`src/hw/dpt_pkg.sv`:
```
// What this block does and what its software must do
// Bits 4 to 2 of count_clock_select choose channel 0's count clock.
// Bits 7 to 5 of count_clock_select choose channel 1's count clock.
// Channel 1 clock choice applies only in independent mode; otherwise chained clocking. The reserved mode code also uses the choice.
// Bits 1 and 0 of count_clock_select are unused; writes ignored.
// Each channel keeps an 8-bit low reload and an 8-bit high reload.
// Four separate reload registers: low and high for each channel.
// Software writes channel 0 reloads before channel 1 in 16-bit mode.
// Software gives channel 0 equal low and high reloads in 8+8 mode.
// In independent and 8+8 modes each channel raises its own interrupt.
// A counter stepping from zero to all-ones underflows and sets its flag.
// Underflow with interrupt enable set raises that channel's interrupt request.
// In 16-bit mode the 16-bit wrap sets both underflow flags together.
// In 16-bit mode either channel's enable lets the underflow request interrupt.
// Software enables only one channel's interrupt in 16-bit mode.
// Software clears both flags together in 16-bit mode.
// An enabled underflow request can start the interrupt-driven transfer service.
// Software keeps other sharers of the interrupt control quiet for transfers.
// Writing zero clears a flag, writing one leaves it unchanged.
// Each phase lasts count clock period times reload value plus one.
// Low and high reloads load alternately at underflow; the pin toggles then.
// With run enable clear the counter stops and the pin is held low.
// Flags and requests reset cleared; a request stands while flag and enable hold.
package dpt_pkg;

  // ---------------------------------------------------------------------------
  // Register map
  // ---------------------------------------------------------------------------
  localparam logic [7:0] DPT_OFF_CCS      = 8'h00;
  localparam logic [7:0] DPT_OFF_CH0_LOW  = 8'h04;
  localparam logic [7:0] DPT_OFF_CH0_HIGH = 8'h08;
  localparam logic [7:0] DPT_OFF_CH1_LOW  = 8'h0C;
  localparam logic [7:0] DPT_OFF_CH1_HIGH = 8'h10;
  localparam logic [7:0] DPT_OFF_CTRL0    = 8'h14;
  localparam logic [7:0] DPT_OFF_CTRL1    = 8'h18;

  // ---------------------------------------------------------------------------
  // Field positions
  // ---------------------------------------------------------------------------
  localparam int DPT_SEL0_LSB   = 2;
  localparam int DPT_SEL1_LSB   = 5;
  localparam int DPT_RUN_BIT    = 7;
  localparam int DPT_PINEN_BIT  = 5;
  localparam int DPT_IRQEN_BIT  = 4;
  localparam int DPT_FLAG_BIT   = 3;
  localparam int DPT_MODE_LSB   = 1;

  // ---------------------------------------------------------------------------
  // Reset values and counts
  // ---------------------------------------------------------------------------
  localparam logic [7:0] DPT_RELOAD_RST = 8'h00;
  localparam logic [2:0] DPT_SEL_RST    = 3'h0;
  localparam int         DPT_PRE_W      = 12;
  localparam logic [DPT_PRE_W-1:0] DPT_PRE_RST = 12'h000;

  // Divide exponents: five machine clock taps, then three timebase taps.
  localparam logic [3:0] DPT_DIV_EXP [0:7] = '{4'h0, 4'h1, 4'h2, 4'h3,
                                               4'h4, 4'h9, 4'hB, 4'hC};

  typedef enum logic [1:0] {
    DPT_MODE_INDEP = 2'b00,
    DPT_MODE_8P8   = 2'b01,
    DPT_MODE_RSVD  = 2'b10,
    DPT_MODE_16    = 2'b11
  } dpt_mode_type;

  typedef struct packed {
    logic run;
    logic pinEn;
    logic irqEn;
  } dpt_ctrl_type;

  localparam dpt_ctrl_type DPT_CTRL_RST = '{run: 1'b0, pinEn: 1'b0, irqEn: 1'b0};

endpackage

```
`src/hw/dpt_tick_select.sv`:
```
`timescale 1ns/1ns
`default_nettype none

// -----------------------------------------------------------------------------
// Count clock tap selection
// -----------------------------------------------------------------------------
module dpt_tick_select (
  input  wire logic [11:0] prescale,
  input  wire logic [2:0]  choice,
  output logic             tick
);

  wire logic [12:0] maskWide;
  wire logic [11:0] mask;

  // A tap of divide 2^k fires when the low k prescaler bits are all ones.
  assign maskWide = (13'h0001 << dpt_pkg::DPT_DIV_EXP[choice]) - 13'h0001;
  assign mask     = maskWide[11:0];
  assign tick     = (prescale & mask) == mask;

endmodule

`default_nettype wire

```
`src/hw/dpt_pulse_timer.sv`:
```
`timescale 1ns/1ns
`default_nettype none

module dpt_pulse_timer (
  input  wire logic        core_clk,
  input  wire logic        resetn,
  input  wire logic        hsel,
  input  wire logic [31:0] haddr,
  input  wire logic [1:0]  htrans,
  input  wire logic        hwrite,
  input  wire logic [2:0]  hsize,
  input  wire logic [31:0] hwdata,
  input  wire logic        hready,
  output logic             hreadyout,
  output logic             hresp,
  output logic [31:0]      hrdata,
  output logic             pulsePin0,
  output logic             pulsePin1,
  output logic             underflowIrq0,
  output logic             underflowIrq1
);

  // ---------------------------------------------------------------------------
  // State
  // ---------------------------------------------------------------------------
  logic [11:0]           prescale;
  logic [2:0]            ch0ClockChoice;
  logic [2:0]            ch1ClockChoice;
  logic [7:0]            ch0LowReload;
  logic [7:0]            ch0HighReload;
  logic [7:0]            ch1LowReload;
  logic [7:0]            ch1HighReload;
  dpt_pkg::dpt_ctrl_type ctrl0;
  dpt_pkg::dpt_ctrl_type ctrl1;
  dpt_pkg::dpt_mode_type pairingMode;
  logic                  flag0;
  logic                  flag1;
  logic [7:0]            cnt0;
  logic [7:0]            cnt1;
  logic                  phase0;
  logic                  phase1;
  logic [7:0]            next_cnt0;
  logic [7:0]            next_cnt1;
  logic                  next_phase0;
  logic                  next_phase1;
  logic                  wrPend;
  logic [7:0]            wrAddr;
  logic                  rdLoad;
  logic [7:0]            rdAddr;

  // ---------------------------------------------------------------------------
  // Bus decode
  // ---------------------------------------------------------------------------
  wire logic        addrValid;
  wire logic        readStart;
  wire logic        wrCcs;
  wire logic        wrCh0Low;
  wire logic        wrCh0High;
  wire logic        wrCh1Low;
  wire logic        wrCh1High;
  wire logic        wrCtrl0;
  wire logic        wrCtrl1;
  wire logic [7:0]  wByte;
  wire logic [7:0]  ccsRead;
  wire logic [7:0]  ctrl0Read;
  wire logic [7:0]  ctrl1Read;
  wire logic [7:0]  readByte;

  // Only the low byte of a word carries data; hsize is accepted as a word.
  assign addrValid = hsel & hready & htrans[1];
  assign readStart = addrValid & ~hwrite;
  assign wByte     = hwdata[7:0];
  assign wrCcs     = wrPend & (wrAddr == dpt_pkg::DPT_OFF_CCS);
  assign wrCh0Low  = wrPend & (wrAddr == dpt_pkg::DPT_OFF_CH0_LOW);
  assign wrCh0High = wrPend & (wrAddr == dpt_pkg::DPT_OFF_CH0_HIGH);
  assign wrCh1Low  = wrPend & (wrAddr == dpt_pkg::DPT_OFF_CH1_LOW);
  assign wrCh1High = wrPend & (wrAddr == dpt_pkg::DPT_OFF_CH1_HIGH);
  assign wrCtrl0   = wrPend & (wrAddr == dpt_pkg::DPT_OFF_CTRL0);
  assign wrCtrl1   = wrPend & (wrAddr == dpt_pkg::DPT_OFF_CTRL1);

  // Unused bits read as zero rather than undefined, which is safe for software.
  assign ccsRead   = {ch1ClockChoice, ch0ClockChoice, 2'b00};
  assign ctrl0Read = {ctrl0.run, 1'b0, ctrl0.pinEn, ctrl0.irqEn, flag0, 3'b000};
  assign ctrl1Read = {ctrl1.run, 1'b0, ctrl1.pinEn, ctrl1.irqEn, flag1,
                      pairingMode, 1'b0};
  assign readByte  = (rdAddr == dpt_pkg::DPT_OFF_CCS)      ? ccsRead :
                     (rdAddr == dpt_pkg::DPT_OFF_CH0_LOW)  ? ch0LowReload :
                     (rdAddr == dpt_pkg::DPT_OFF_CH0_HIGH) ? ch0HighReload :
                     (rdAddr == dpt_pkg::DPT_OFF_CH1_LOW)  ? ch1LowReload :
                     (rdAddr == dpt_pkg::DPT_OFF_CH1_HIGH) ? ch1HighReload :
                     (rdAddr == dpt_pkg::DPT_OFF_CTRL0)    ? ctrl0Read :
                     (rdAddr == dpt_pkg::DPT_OFF_CTRL1)    ? ctrl1Read : 8'h00;

  // Bus phase tracking. Reads take one wait state so hrdata is a flop that
  // already reflects a write completed in the preceding data phase.
  always_ff @(posedge core_clk or negedge resetn) begin
    if (!resetn) begin
      wrPend    <= 1'b0;
      wrAddr    <= 8'h00;
      rdLoad    <= 1'b0;
      rdAddr    <= 8'h00;
      hreadyout <= 1'b1;
      hresp     <= 1'b0;
      hrdata    <= 32'h0000_0000;
    end else begin
      wrPend    <= addrValid & hwrite;
      wrAddr    <= addrValid ? haddr[7:0] : wrAddr;
      rdLoad    <= readStart;
      rdAddr    <= readStart ? haddr[7:0] : rdAddr;
      hreadyout <= ~readStart;
      hresp     <= 1'b0;
      hrdata    <= rdLoad ? {24'h00_0000, readByte} : hrdata;
    end
  end

  // ---------------------------------------------------------------------------
  // Configuration registers
  // ---------------------------------------------------------------------------
  always_ff @(posedge core_clk or negedge resetn) begin
    if (!resetn) begin
      ch0ClockChoice <= dpt_pkg::DPT_SEL_RST;
      ch1ClockChoice <= dpt_pkg::DPT_SEL_RST;
      ch0LowReload   <= dpt_pkg::DPT_RELOAD_RST;
      ch0HighReload  <= dpt_pkg::DPT_RELOAD_RST;
      ch1LowReload   <= dpt_pkg::DPT_RELOAD_RST;
      ch1HighReload  <= dpt_pkg::DPT_RELOAD_RST;
      ctrl0          <= dpt_pkg::DPT_CTRL_RST;
      ctrl1          <= dpt_pkg::DPT_CTRL_RST;
      pairingMode    <= dpt_pkg::DPT_MODE_INDEP;
    end else begin
      if (wrCcs) begin
        ch0ClockChoice <= wByte[dpt_pkg::DPT_SEL0_LSB +: 3];
        ch1ClockChoice <= wByte[dpt_pkg::DPT_SEL1_LSB +: 3];
      end
      if (wrCh0Low)  ch0LowReload  <= wByte;
      if (wrCh0High) ch0HighReload <= wByte;
      if (wrCh1Low)  ch1LowReload  <= wByte;
      if (wrCh1High) ch1HighReload <= wByte;
      if (wrCtrl0) begin
        ctrl0 <= '{run: wByte[dpt_pkg::DPT_RUN_BIT], pinEn: wByte[dpt_pkg::DPT_PINEN_BIT],
                   irqEn: wByte[dpt_pkg::DPT_IRQEN_BIT]};
      end
      if (wrCtrl1) begin
        ctrl1 <= '{run: wByte[dpt_pkg::DPT_RUN_BIT], pinEn: wByte[dpt_pkg::DPT_PINEN_BIT],
                   irqEn: wByte[dpt_pkg::DPT_IRQEN_BIT]};
        pairingMode <= dpt_pkg::dpt_mode_type'(wByte[dpt_pkg::DPT_MODE_LSB +: 2]);
      end
    end
  end

  // ---------------------------------------------------------------------------
  // Count clocks
  // ---------------------------------------------------------------------------
  wire logic is16;
  wire logic is8p8;
  wire logic runBoth;
  wire logic runEff0;
  wire logic runEff1;
  wire logic tick0;
  wire logic tick1Sel;
  wire logic tick1;
  wire logic [15:0] wideCnt;
  wire logic uf0Evt;
  wire logic uf1Evt;

  // The free prescaler feeds both tap selectors from one shared count.
  always_ff @(posedge core_clk or negedge resetn) begin
    if (!resetn) begin
      prescale <= dpt_pkg::DPT_PRE_RST;
    end else begin
      prescale <= prescale + 12'h001;
    end
  end

  dpt_tick_select u_tick0 (
    .prescale (prescale),
    .choice   (ch0ClockChoice),
    .tick     (tick0)
  );

  dpt_tick_select u_tick1 (
    .prescale (prescale),
    .choice   (ch1ClockChoice),
    .tick     (tick1Sel)
  );

  // The reserved mode code behaves as independent operation.
  assign is16    = pairingMode == dpt_pkg::DPT_MODE_16;
  assign is8p8   = pairingMode == dpt_pkg::DPT_MODE_8P8;
  assign runBoth = ctrl0.run & ctrl1.run;
  assign runEff0 = is16 ? runBoth : ctrl0.run;
  assign runEff1 = is16 ? runBoth : ctrl1.run;
  assign tick1   = is16 ? tick0 : (is8p8 ? uf0Evt : tick1Sel);
  assign wideCnt = {cnt1, cnt0};
  assign uf0Evt  = is16 ? (runBoth & tick0 & (wideCnt == 16'h0000))
                        : (ctrl0.run & tick0 & (cnt0 == 8'h00));
  assign uf1Evt  = is16 ? uf0Evt : (ctrl1.run & tick1 & (cnt1 == 8'h00));

  // ---------------------------------------------------------------------------
  // Down counters
  // ---------------------------------------------------------------------------
  // Phase low counts the low reload; each underflow loads the other reload,
  // so a phase lasts reload plus one count clocks.
  always_comb begin
    next_cnt0   = cnt0;
    next_cnt1   = cnt1;
    next_phase0 = phase0;
    next_phase1 = phase1;
    if (is16) begin
      if (!runBoth) begin
        next_cnt0   = ch0LowReload;
        next_cnt1   = ch1LowReload;
        next_phase0 = 1'b0;
        next_phase1 = 1'b0;
      end else if (uf0Evt) begin
        {next_cnt1, next_cnt0} = phase0 ? {ch1LowReload, ch0LowReload}
                                        : {ch1HighReload, ch0HighReload};
        next_phase0 = ~phase0;
        next_phase1 = ~phase0;
      end else if (tick0) begin
        {next_cnt1, next_cnt0} = wideCnt - 16'h0001;
      end
    end else begin
      if (!ctrl0.run) begin
        next_cnt0   = ch0LowReload;
        next_phase0 = 1'b0;
      end else if (uf0Evt) begin
        next_cnt0   = phase0 ? ch0LowReload : ch0HighReload;
        next_phase0 = ~phase0;
      end else if (tick0) begin
        next_cnt0 = cnt0 - 8'h01;
      end
      if (!ctrl1.run) begin
        next_cnt1   = ch1LowReload;
        next_phase1 = 1'b0;
      end else if (uf1Evt) begin
        next_cnt1   = phase1 ? ch1LowReload : ch1HighReload;
        next_phase1 = ~phase1;
      end else if (tick1) begin
        next_cnt1 = cnt1 - 8'h01;
      end
    end
  end

  always_ff @(posedge core_clk or negedge resetn) begin
    if (!resetn) begin
      cnt0   <= dpt_pkg::DPT_RELOAD_RST;
      cnt1   <= dpt_pkg::DPT_RELOAD_RST;
      phase0 <= 1'b0;
      phase1 <= 1'b0;
    end else begin
      cnt0   <= next_cnt0;
      cnt1   <= next_cnt1;
      phase0 <= next_phase0;
      phase1 <= next_phase1;
    end
  end

  // ---------------------------------------------------------------------------
  // Flags, requests and pins
  // ---------------------------------------------------------------------------
  // An underflow in the same cycle as a clearing write keeps the flag set.
  always_ff @(posedge core_clk or negedge resetn) begin
    if (!resetn) begin
      flag0         <= 1'b0;
      flag1         <= 1'b0;
      underflowIrq0 <= 1'b0;
      underflowIrq1 <= 1'b0;
      pulsePin0     <= 1'b0;
      pulsePin1     <= 1'b0;
    end else begin
      flag0 <= uf0Evt | (flag0 & ~(wrCtrl0 & ~wByte[dpt_pkg::DPT_FLAG_BIT]));
      flag1 <= uf1Evt | (flag1 & ~(wrCtrl1 & ~wByte[dpt_pkg::DPT_FLAG_BIT]));
      // Each request line may also start the transfer service downstream.
      underflowIrq0 <= flag0 & ctrl0.irqEn;
      underflowIrq1 <= flag1 & ctrl1.irqEn;
      pulsePin0     <= runEff0 & ctrl0.pinEn & phase0;
      pulsePin1     <= runEff1 & ctrl1.pinEn & phase1;
    end
  end
endmodule

`default_nettype wire

```
`config.mk`:
```
export PLATFORM = sky130hd
export DESIGN_NAME = dpt_pulse_timer
export DESIGN_NICKNAME = d
export VERILOG_FILES = /design/src/hw/dpt_pkg.sv /design/src/hw/dpt_tick_select.sv /design/src/hw/dpt_pulse_timer.sv
export SDC_FILE = /design/constraint.sdc
export NUM_CORES = 1
export LEC_CHECK = 0
export ABC_AREA = 1
export BUFFER_PORTS_ARGS = -buffer_cell sky130_fd_sc_hd__buf_4
export CORE_MARGIN = 3
export CORE_UTILIZATION = 62
export CTS_CLUSTER_DIAMETER = 150
export CTS_CLUSTER_SIZE = 8
export DETAILED_ROUTE_END_ITERATION = 7
export GPL_TIMING_DRIVEN = 0
export HOLD_SLACK_MARGIN = 0.02
export MAX_ROUTING_LAYER = met4
export PLACE_DENSITY = 0.88
export SLEW_MARGIN = 20
export SYNTH_ARGS = -nofsm -noshare
export SYNTH_HDL_FRONTEND = slang
export SYNTH_SLANG_ARGS = --single-unit
```
`constraint.sdc`:
```
create_clock -name core_clk -period 4.9 [get_ports core_clk]
set_clock_uncertainty 0.2 [all_clocks]
set_input_delay 0 -clock core_clk [delete_from_list [all_inputs] [get_ports core_clk]]
set_output_delay 0 -clock core_clk [all_outputs]
set_load 0.03 [all_outputs]
```
==> out/results.md, run 1 <==
| Parameter | Value | Unit |
| --- | --- | --- |
| Die area | 11900 | µm² |
| PwrDens | 340 | nW/µm² |
| Netlist area before placement | 6620 | µm² |
| Per-cell routed wire length | 15.6 | µm |
| Post-Syn Instances | 892 | - |
| Slowest cell on the critical path | dfrtp_1 | - |
| Number of clock buffers inserted by TritonCTS | 9 | - |
| Cell internal pwr | 1.62 | mW |
| Total vias in the final route | 6347 | - |
| Effective utilization at floorplan | 0.638 | - |
| Critical Path Max Stage Delay | 0.52 | ns |
| Number of levels in the clock H-tree | 3 | - |
| Die Ht | 109 | µm |
| Startpoint class of the critical path | flop | - |
| Transition time at the pin with the least slew margin | 1.02 | ns |
| IR Drop Worst-Case VDD | 0.000271 | V |
| Period utilisation layout | 0.703 | - |
| First-pass iteration count of the detailed router | 6 | - |
| Root cell of the clock tree | clkbuf_8 | - |
| Gr ovfl total | 0 | - |
| Endpoints failing setup | 0 | - |
| Ratio of cells with drive above 1 in the final layout | 0.114 | - |
| RSZ-0062 raised after global routing | false | - |
| DRC violation count after routing | 0 | - |
| Row count | 37 | - |
| Clock tree from TritonCTS | yes | - |
| DPL Wire Length | 12.6 | mm |
| Number of vias per cell after detailed routing | 5.62 | - |
| Final estimated routing congestion in global placement | 0.971 | - |
| Async SR Flop Fraction | 1.00 | - |
| Post-route insts no fill | 1130 | - |
| Number of primary I/O pins | 112 | - |
| Post-synth top flop | dfrtp_1 | - |
| Classification of the worst-slack hold path | input port to async pin | - |
| Logic gate share of total power | 0.325 | - |
| Number of global-route vias before repair | 5888 | - |
| Final antenna-violating net count | 0 | - |
| Rel. slew slack | 0.320 | - |
| Sequential-to-total area share from yosys stat | 0.413 | - |
| Number of synthesized register bits | 109 | - |
| Biggest fanout along the worst timing path | 9 | - |
| Max Freq | 290 | MHz |
| Synthesized area divided by synthesized cell count | 7.42 | µm² |
| Placeable core region | 10400 | µm² |
| Final count of pins violating max slew | 0 | - |
| Number of distinct library cells after synthesis | 47 | - |
| Clk Latency, worst-skew pair | 0.40 | ns |
| Type of element capturing the critical path | flop | - |
| IO Port Bufs | 34 | - |
| Pin count of the biggest net entering global routing | 110 | - |
| Setup slack after placement | 1.59 | ns |
| Yosys warning count | 0 | - |
| Leakage power total | 4.16 | nW |
| Antenna Diode Count | 0 | - |
| Overall global routing resource usage | 0.319 | - |
| Clock group share of total power | 0.235 | - |
| First-pass GRT wire length | 28.7 | mm |
| Final nets | 1074 | - |
| Endpoint arrival time on the critical path | 3.57 | ns |
| Min cycle time layout | 3.45 | ns |
| Required @ worst endpoint | 5.02 | ns |
| Starting DRT DRC Count | 653 | - |
| Filler cells | 837 | - |
| Final-layout setup total negative slack | 0 | ns |
| Worst-path clk slew | 0.11 | ns |
| Sequential group share of total power | 0.440 | - |
| Classification of the worst setup path | flop to flop | - |
| Placed cell count | 1086 | - |
| Number of synthesized flops with an enable pin | 0 | - |
| Final wirelength | 17.6 | mm |
| Area growth syn-to-layout | 15.4 | % |
| Clock sink count | 109 | - |
| Cell seen most often among critical-path stages | nand2_1 | - |
| Die width | 109 | µm |
| Post-layout worst setup margin | 1.45 | ns |
| Hold violation count in the final report | 0 | - |
| Commonest cells after routing, fill and taps aside | nand2_1, inv_1, dfrtp_1, o21ai_0, buf_4 | - |
| Clock Path Buffers | 2 | - |
| Most common cell after layout, fill and taps aside | nand2_1 | - |
| Core occupancy in the finished layout | 0.736 | - |
| Number of max-capacitance violations reported | 0 | - |
| Sw Ratio | 0.376 | - |
| Worst reg2reg setup slack | 1.45 | ns |
| Net switching power figure | 0.974 | mW |
| Result of the run | finished clean | - |
| Cells traversed along the worst timing path | inv_1 -> ha_1 -> inv_1 -> nand2_1 -> nand2_1 -> ha_1 -> inv_1 -> a21oi_1 -> nand3_1 -> nand3_1 -> nand2_1 -> nor2_1 -> nand4_1 -> nand2_1 -> nand2_4 -> nand2_4 -> nand2_1 -> nand3_1 -> nand2_1 -> a21oi_1 | - |
| Number of antenna violations at the first check in global routing | 0 | - |
-- kinds of logic (layout without fill, tap and decap cells) --
logic type               Yosys count  after routing  share of synthesized area
multiplexers                       2              2                    0.00340
other                              1             25                   0.000567
buffers and inverters            171            249                      0.115
XOR/XNOR                          22             22                     0.0291
adder cells (fa/ha/maj)           11             11                     0.0208
AO/OA/AOI/OAI                    191            191                      0.170
flip-flops                       109            109                      0.413
AND/OR/NAND/NOR                  385            385                      0.249
-- stage by stage --
step / power, mW / hold WS, ns / area, µm²
after floorplan: 1.73 / -0.496 / 6710
after detailed placement: 1.96 / 0.00152 / 7130
after CTS: 2.57 / 0.134 / 7630
after global routing: 2.74 / 0.173 / 7630
final: 2.59 / 0.0511 / 7630
after global placement: 1.94 / 0.0155 / 7130
-- registers in the layout (all words and copies together) (netlist names), 8 cells and up --
name,cells
prescale,12
ch0HighReload,8
ch0LowReload,8
ch1HighReload,8
ch1LowReload,8
cnt0,8
cnt1,8
hrdata,8
rdAddr,8
wrAddr,8
-- what timing repair did --
item,4_1_cts,5_1_grt
hold buffers,28,0
gates resized for setup,0,0
endpoints found under the hold margin,175,0
buffers inserted,0,0
-- worst max-delay path, delay by kind of cell, from the launching register on --
kind | cells | cell delay [ns]
AO/OA/AOI/OAI | 2 | 0.37
AND/OR/NAND/NOR | 13 | 1.52
flip-flops | 1 | 0.52
buffers and inverters | 3 | 0.30
adder cells (fa/ha/maj) | 2 | 0.46
-- synth_stat cells, types with 2 or more instances --
cell	n	share of area
nand3b_1	2	0.0023
buf_2	3	0.0023
xor2_1	21	0.028
nand3_1	57	0.043
nand4_1	3	0.0028
inv_1	117	0.066
nor2_1	55	0.031
mux2_2	2	0.0034
o211ai_2	4	0.0076
inv_2	2	0.0011
clkinv_1	3	0.0017
nor3_1	12	0.0091
o21ai_1	4	0.0030
o22ai_1	5	0.0047
buf_4	27	0.031
nor4_1	5	0.0047
nor2_2	7	0.0066
nand2_2	2	0.0019
nand2_4	4	0.0068
a22oi_1	2	0.0023
dfrtp_1	108	0.41
nand2_1	233	0.13
a21oi_2	3	0.0040
o221ai_1	6	0.0079
a21oi_1	44	0.033
o211ai_1	26	0.030
ha_1	11	0.021
clkbuf_1	15	0.0085
inv_4	2	0.0019
o21ai_0	90	0.068
-- layer usage --
metal	routed length, µm	track usage	part of all wire
met5	0	-	0
met4	372	0.0944	0.021
met3	1710	0.0775	0.097
met2	8340	0.499	0.47
met1	7160	0.417	0.41
-- path summary, 6_finish.rpt --
check                                              start                      to  cells after the start
max in group asynchronous                         resetn   wrAddr[1]$_DFFE_PN0P_                      2
max reg2reg                ch1ClockChoice[1]$_DFFE_PN0P_     cnt1[3]$_DFFE_PN0P_                     20
min reg2reg                       prescale[11]$_DFF_PN0_  prescale[11]$_DFF_PN0_                      1
max                        ch1ClockChoice[1]$_DFFE_PN0P_     cnt1[3]$_DFFE_PN0P_                     20
min in group core_clk                           haddr[4]   rdAddr[4]$_DFFE_PN0P_                      4
min                                               resetn  prescale[11]$_DFF_PN0_                      2
-- layout make-up --
type | instances | area [µm²] | share of cell area
multi-input cells | 636 | 3220 | 0.421
repair buffers | 62 | 539 | 0.0707
clock buffers | 10 | 138 | 0.0180
clock inverters | 6 | 80.1 | 0.0105
flip-flops and latches | 109 | 2730 | 0.358
well taps | 136 | 170 | 0.0223
inverters | 124 | 470 | 0.0616
plain buffers | 47 | 289 | 0.0379
-- power groups by stage --
stage	sequential (mW)	clock [mW]	combinational (mW)
finish	1.14	0.608	0.844
floorplan	1.18	0	0.557
global route	1.16	0.641	0.944
detailed placement	1.15	0	0.804
global placement	1.15	0	0.787
CTS	1.14	0.610	0.829
No activity file was read; power rests on OpenSTA's default activity.
==> run 2, diff against run 1 <==
CORE_UTILIZATION = 52   (was 62)
PLACE_DENSITY = 0.79   (was 0.88)
clock period = 3.1 ns   (was 4.9 ns; I/O delays follow)
==> run 2 against run 1 <==
Net effect: non-clock buffer count increased by 18; sequential share of layout area decreased by 2.3 points; worst setup slack got worse by 1.4 ns; global-route usage decreased by 5.9 points; combinational power increased by 64%; via count increased by 2.0%; die area increased by 18%; cell count increased by 4.4%; critical path depth decreased by 6; sequential power increased by 59%; critical path type unchanged; highest routed layer unchanged.
==> out/results.md, run 2 (synthesis gave the netlist of run 1 again) <==
| Parameter | Value | Unit | Change |
| --- | --- | --- | --- |
| Result of the run | finished clean | - |  |
| Required @ worst endpoint | 3.12 | ns | -1.90 ns |
| PwrDens | 538 | nW/µm² | +58% |
| Max Freq | 327 | MHz | +13% |
| Clock Path Buffers | 2 | - | unchanged |
| Placeable core region | 12200 | µm² | +18% |
| DPL Wire Length | 12.4 | mm | -1.3% |
| Die area | 14100 | µm² | +18% |
| DRC violation count after routing | 0 | - | unchanged |
| Gr ovfl total | 0 | - | unchanged |
| Number of primary I/O pins | 112 | - | unchanged |
| Number of clock buffers inserted by TritonCTS | 9 | - | unchanged |
| Number of vias per cell after detailed routing | 5.49 | - | -2.3% |
| Start of the worst register-to-register path | ch0ClockChoice[1]$_DFFE_PN0P_ | - |  |
| Classification of the worst-slack hold path | input port to flop | - |  |
| Leakage power total | 4.39 | nW | +5.6% |
| Reg with most FFs | prescale | - |  |
| Per-cell routed wire length | 15.8 | µm | +1.8% |
| Overall power | 4.39 | mW | +69% |
| Row count | 40 | - | +8.1% |
| Number of antenna violations at the first check in global routing | 0 | - | unchanged |
| Logic gate share of total power | 0.314 | - | -0.011 |
| Number of global-route vias before repair | 5763 | - | -2.1% |
| Sequential group share of total power | 0.411 | - | -0.029 |
| Overall global routing resource usage | 0.260 | - | -0.0592 |
| Transition time at the pin with the least slew margin | 1.28 | ns | +0.257 ns |
| Clock sink count | 109 | - | unchanged |
| Starting DRT DRC Count | 746 | - | +14% |
| Number of levels in the clock H-tree | 3 | - | unchanged |
| Number of flip-flops in the largest register | 12 | - | unchanged |
| IO Port Bufs | 34 | - | unchanged |
| Cell internal pwr | 2.84 | mW | +75% |
| Post-Route Hold Slack | 0.247 | ns | +0.196 ns |
| Clock tree from TritonCTS | yes | - |  |
| Launch point of the worst hold path | hwrite | - |  |
| Worst-path clk slew | 0.08 | ns | -0.03 ns |
| Sw Ratio | 0.354 | - | -0.0214 |
| Worst Reg-to-Reg Cells | 14 | - | -30% |
| Effective utilization at floorplan | 0.542 | - | -0.0962 |
| First-pass GRT wire length | 28.8 | mm | +0.12% |
| WHS Path Cells | 4 | - |  |
| IR Drop Worst-Case VDD | 0.000357 | V | +32% |
| Wl on met1 | 7.89 | mm | +10% |
| Final estimated routing congestion in global placement | 0.949 | - | -2.3% |
| Final design area excluding fillers | 8170 | µm² | +7.0% |
| Startpoint class of the critical path | flop | - |  |
| Final antenna-violating net count | 0 | - | unchanged |
| Post-Place Cell Area | 7170 | µm² | +0.56% |
| Hold violation count in the final report | 0 | - | unchanged |
| Total vias in the final route | 6476 | - | +2.0% |
| Total met3 wirelength after detailed routing | 1.51 | mm | -11% |
| First-pass iteration count of the detailed router | 6 | - | unchanged |
| Ratio of cells with drive above 1 in the final layout | 0.169 | - | +0.0553 |
| Pin count of the biggest net entering global routing | 110 | - | unchanged |
| Endpoints failing setup | 0 | - | unchanged |
| Classification of the worst setup path | flop to flop | - |  |
| Number of max-capacitance violations reported | 0 | - | unchanged |
| Antenna Diode Count | 0 | - | unchanged |
| Die width | 119 | µm | +8.7% |
| Root cell of the clock tree | clkbuf_16 | - |  |
| Rel. slew slack | 0.141 | - | -0.179 |
| Top routing layer used | met4 | - |  |
| Biggest fanout along the worst timing path | 5 | - | -4 |
| Min cycle time layout | 3.06 | ns | -0.389 ns |
| Launching element of the worst setup path | ch0ClockChoice[1]$_DFFE_PN0P_ | - |  |
| Commonest cells after routing, fill and taps aside | nand2_1, inv_1, dfrtp_1, o21ai_0, buf_4 | - |  |
| Clk Latency, worst-skew pair | 0.36 | ns | -0.04 ns |
| Final wirelength | 18.7 | mm | +6.4% |
| Final count of pins violating max slew | 0 | - | unchanged |
| Net switching power figure | 1.56 | mW | +60% |
| Most common cell after layout, fill and taps aside | nand2_1 | - |  |
| Final nets | 1093 | - | +1.8% |
| Endpoint arrival time on the critical path | 3.08 | ns | -0.49 ns |
| Clock group share of total power | 0.274 | - | +0.039 |
| WL met2 | 8.82 | mm | +5.8% |
| Area growth syn-to-layout | 23.5 | % |  |
| Period utilisation layout | 0.986 | - | +0.283 |
| Type of element capturing the critical path | flop | - |  |
| Die Ht | 119 | µm | +8.7% |
==> run 2: worst paths after layout <==
kind                                              end  slack (ns)
worst max-delay path               phase1$_DFFE_PN0P_        0.04
worst min-delay path                 wrPend$_DFF_PN0_        0.25
worst max register to register     phase1$_DFFE_PN0P_        0.04
worst min register to register  hrdata[4]$_DFFE_PN0P_        0.29
max in group asynchronous         hreadyout$_DFF_PN1_        1.57
min in group asynchronous         cnt0[3]$_DFFE_PN0P_        0.41
==> run 2: per-stage QoR <==
| step | setup TNS [ns] | utilization | worst slack (ns) | cells |
|---|---|---|---|---|
| after detailed placement | -1.92 | 0.588 | -0.249 | 1118 |
| after global routing | -0.562 | 0.669 | -0.115 | 1180 |
| final | 0 | 0.669 | 0.0423 | 1180 |
| after global placement | -1.33 | 0.587 | -0.182 | 1118 |
| after CTS | 0 | 0.638 | 0.00941 | 1163 |
| after floorplan | 0 | - | 0.439 | 916 |
==> run 2: layout make-up <==
class	count	area, µm²
plain buffers	47	293
clock buffers	12	256
clock inverters	3	45.0
fillers	1055	4040
inverters	124	473
multi-input cells	637	3440
flip-flops and latches	109	2730
well taps	168	210
repair buffers	80	713
==> run 2: timing repair <==
action	CTS	global route
hold buffers	28	1
setup buffers	2	14
resized for setup	7	59
hold endpoints to repair	175	23
gates cloned	0	1
pin swaps	1	20
endpoints found under the setup margin	9	21
==> run 2: power by group through the flow <==
stage               clock, mW  sequential [mW]  combinational, mW
global route             1.26             1.83               1.54
floorplan                   0             1.86              0.880
CTS                      1.19             1.80               1.30
detailed placement          0             1.82               1.26
global placement            0             1.82               1.23
finish                   1.21             1.81               1.38
==> run 2: critical path, cell delays in order (launching register included) <==
cell	delay [ns]
dfrtp_2	0.46
buf_4	0.17
buf_4	0.14
ha_1	0.20
nor2_4	0.15
nor2_4	0.06
a22oi_2	0.13
o22ai_1	0.11
nor2_2	0.22
nand4_1	0.32
nand2_8	0.18
buf_12	0.11
nand2_4	0.06
a22oi_1	0.24
o21ai_0	0.15
==> run 2: routing by layer <==
layer | up-vias | global-route usage
met3 | 51 | 0.0593
met5 | - | -
met1 | 3046 | 0.355
li1 | 3092 | -
met4 | 0 | 0.0623
met2 | 287 | 0.397
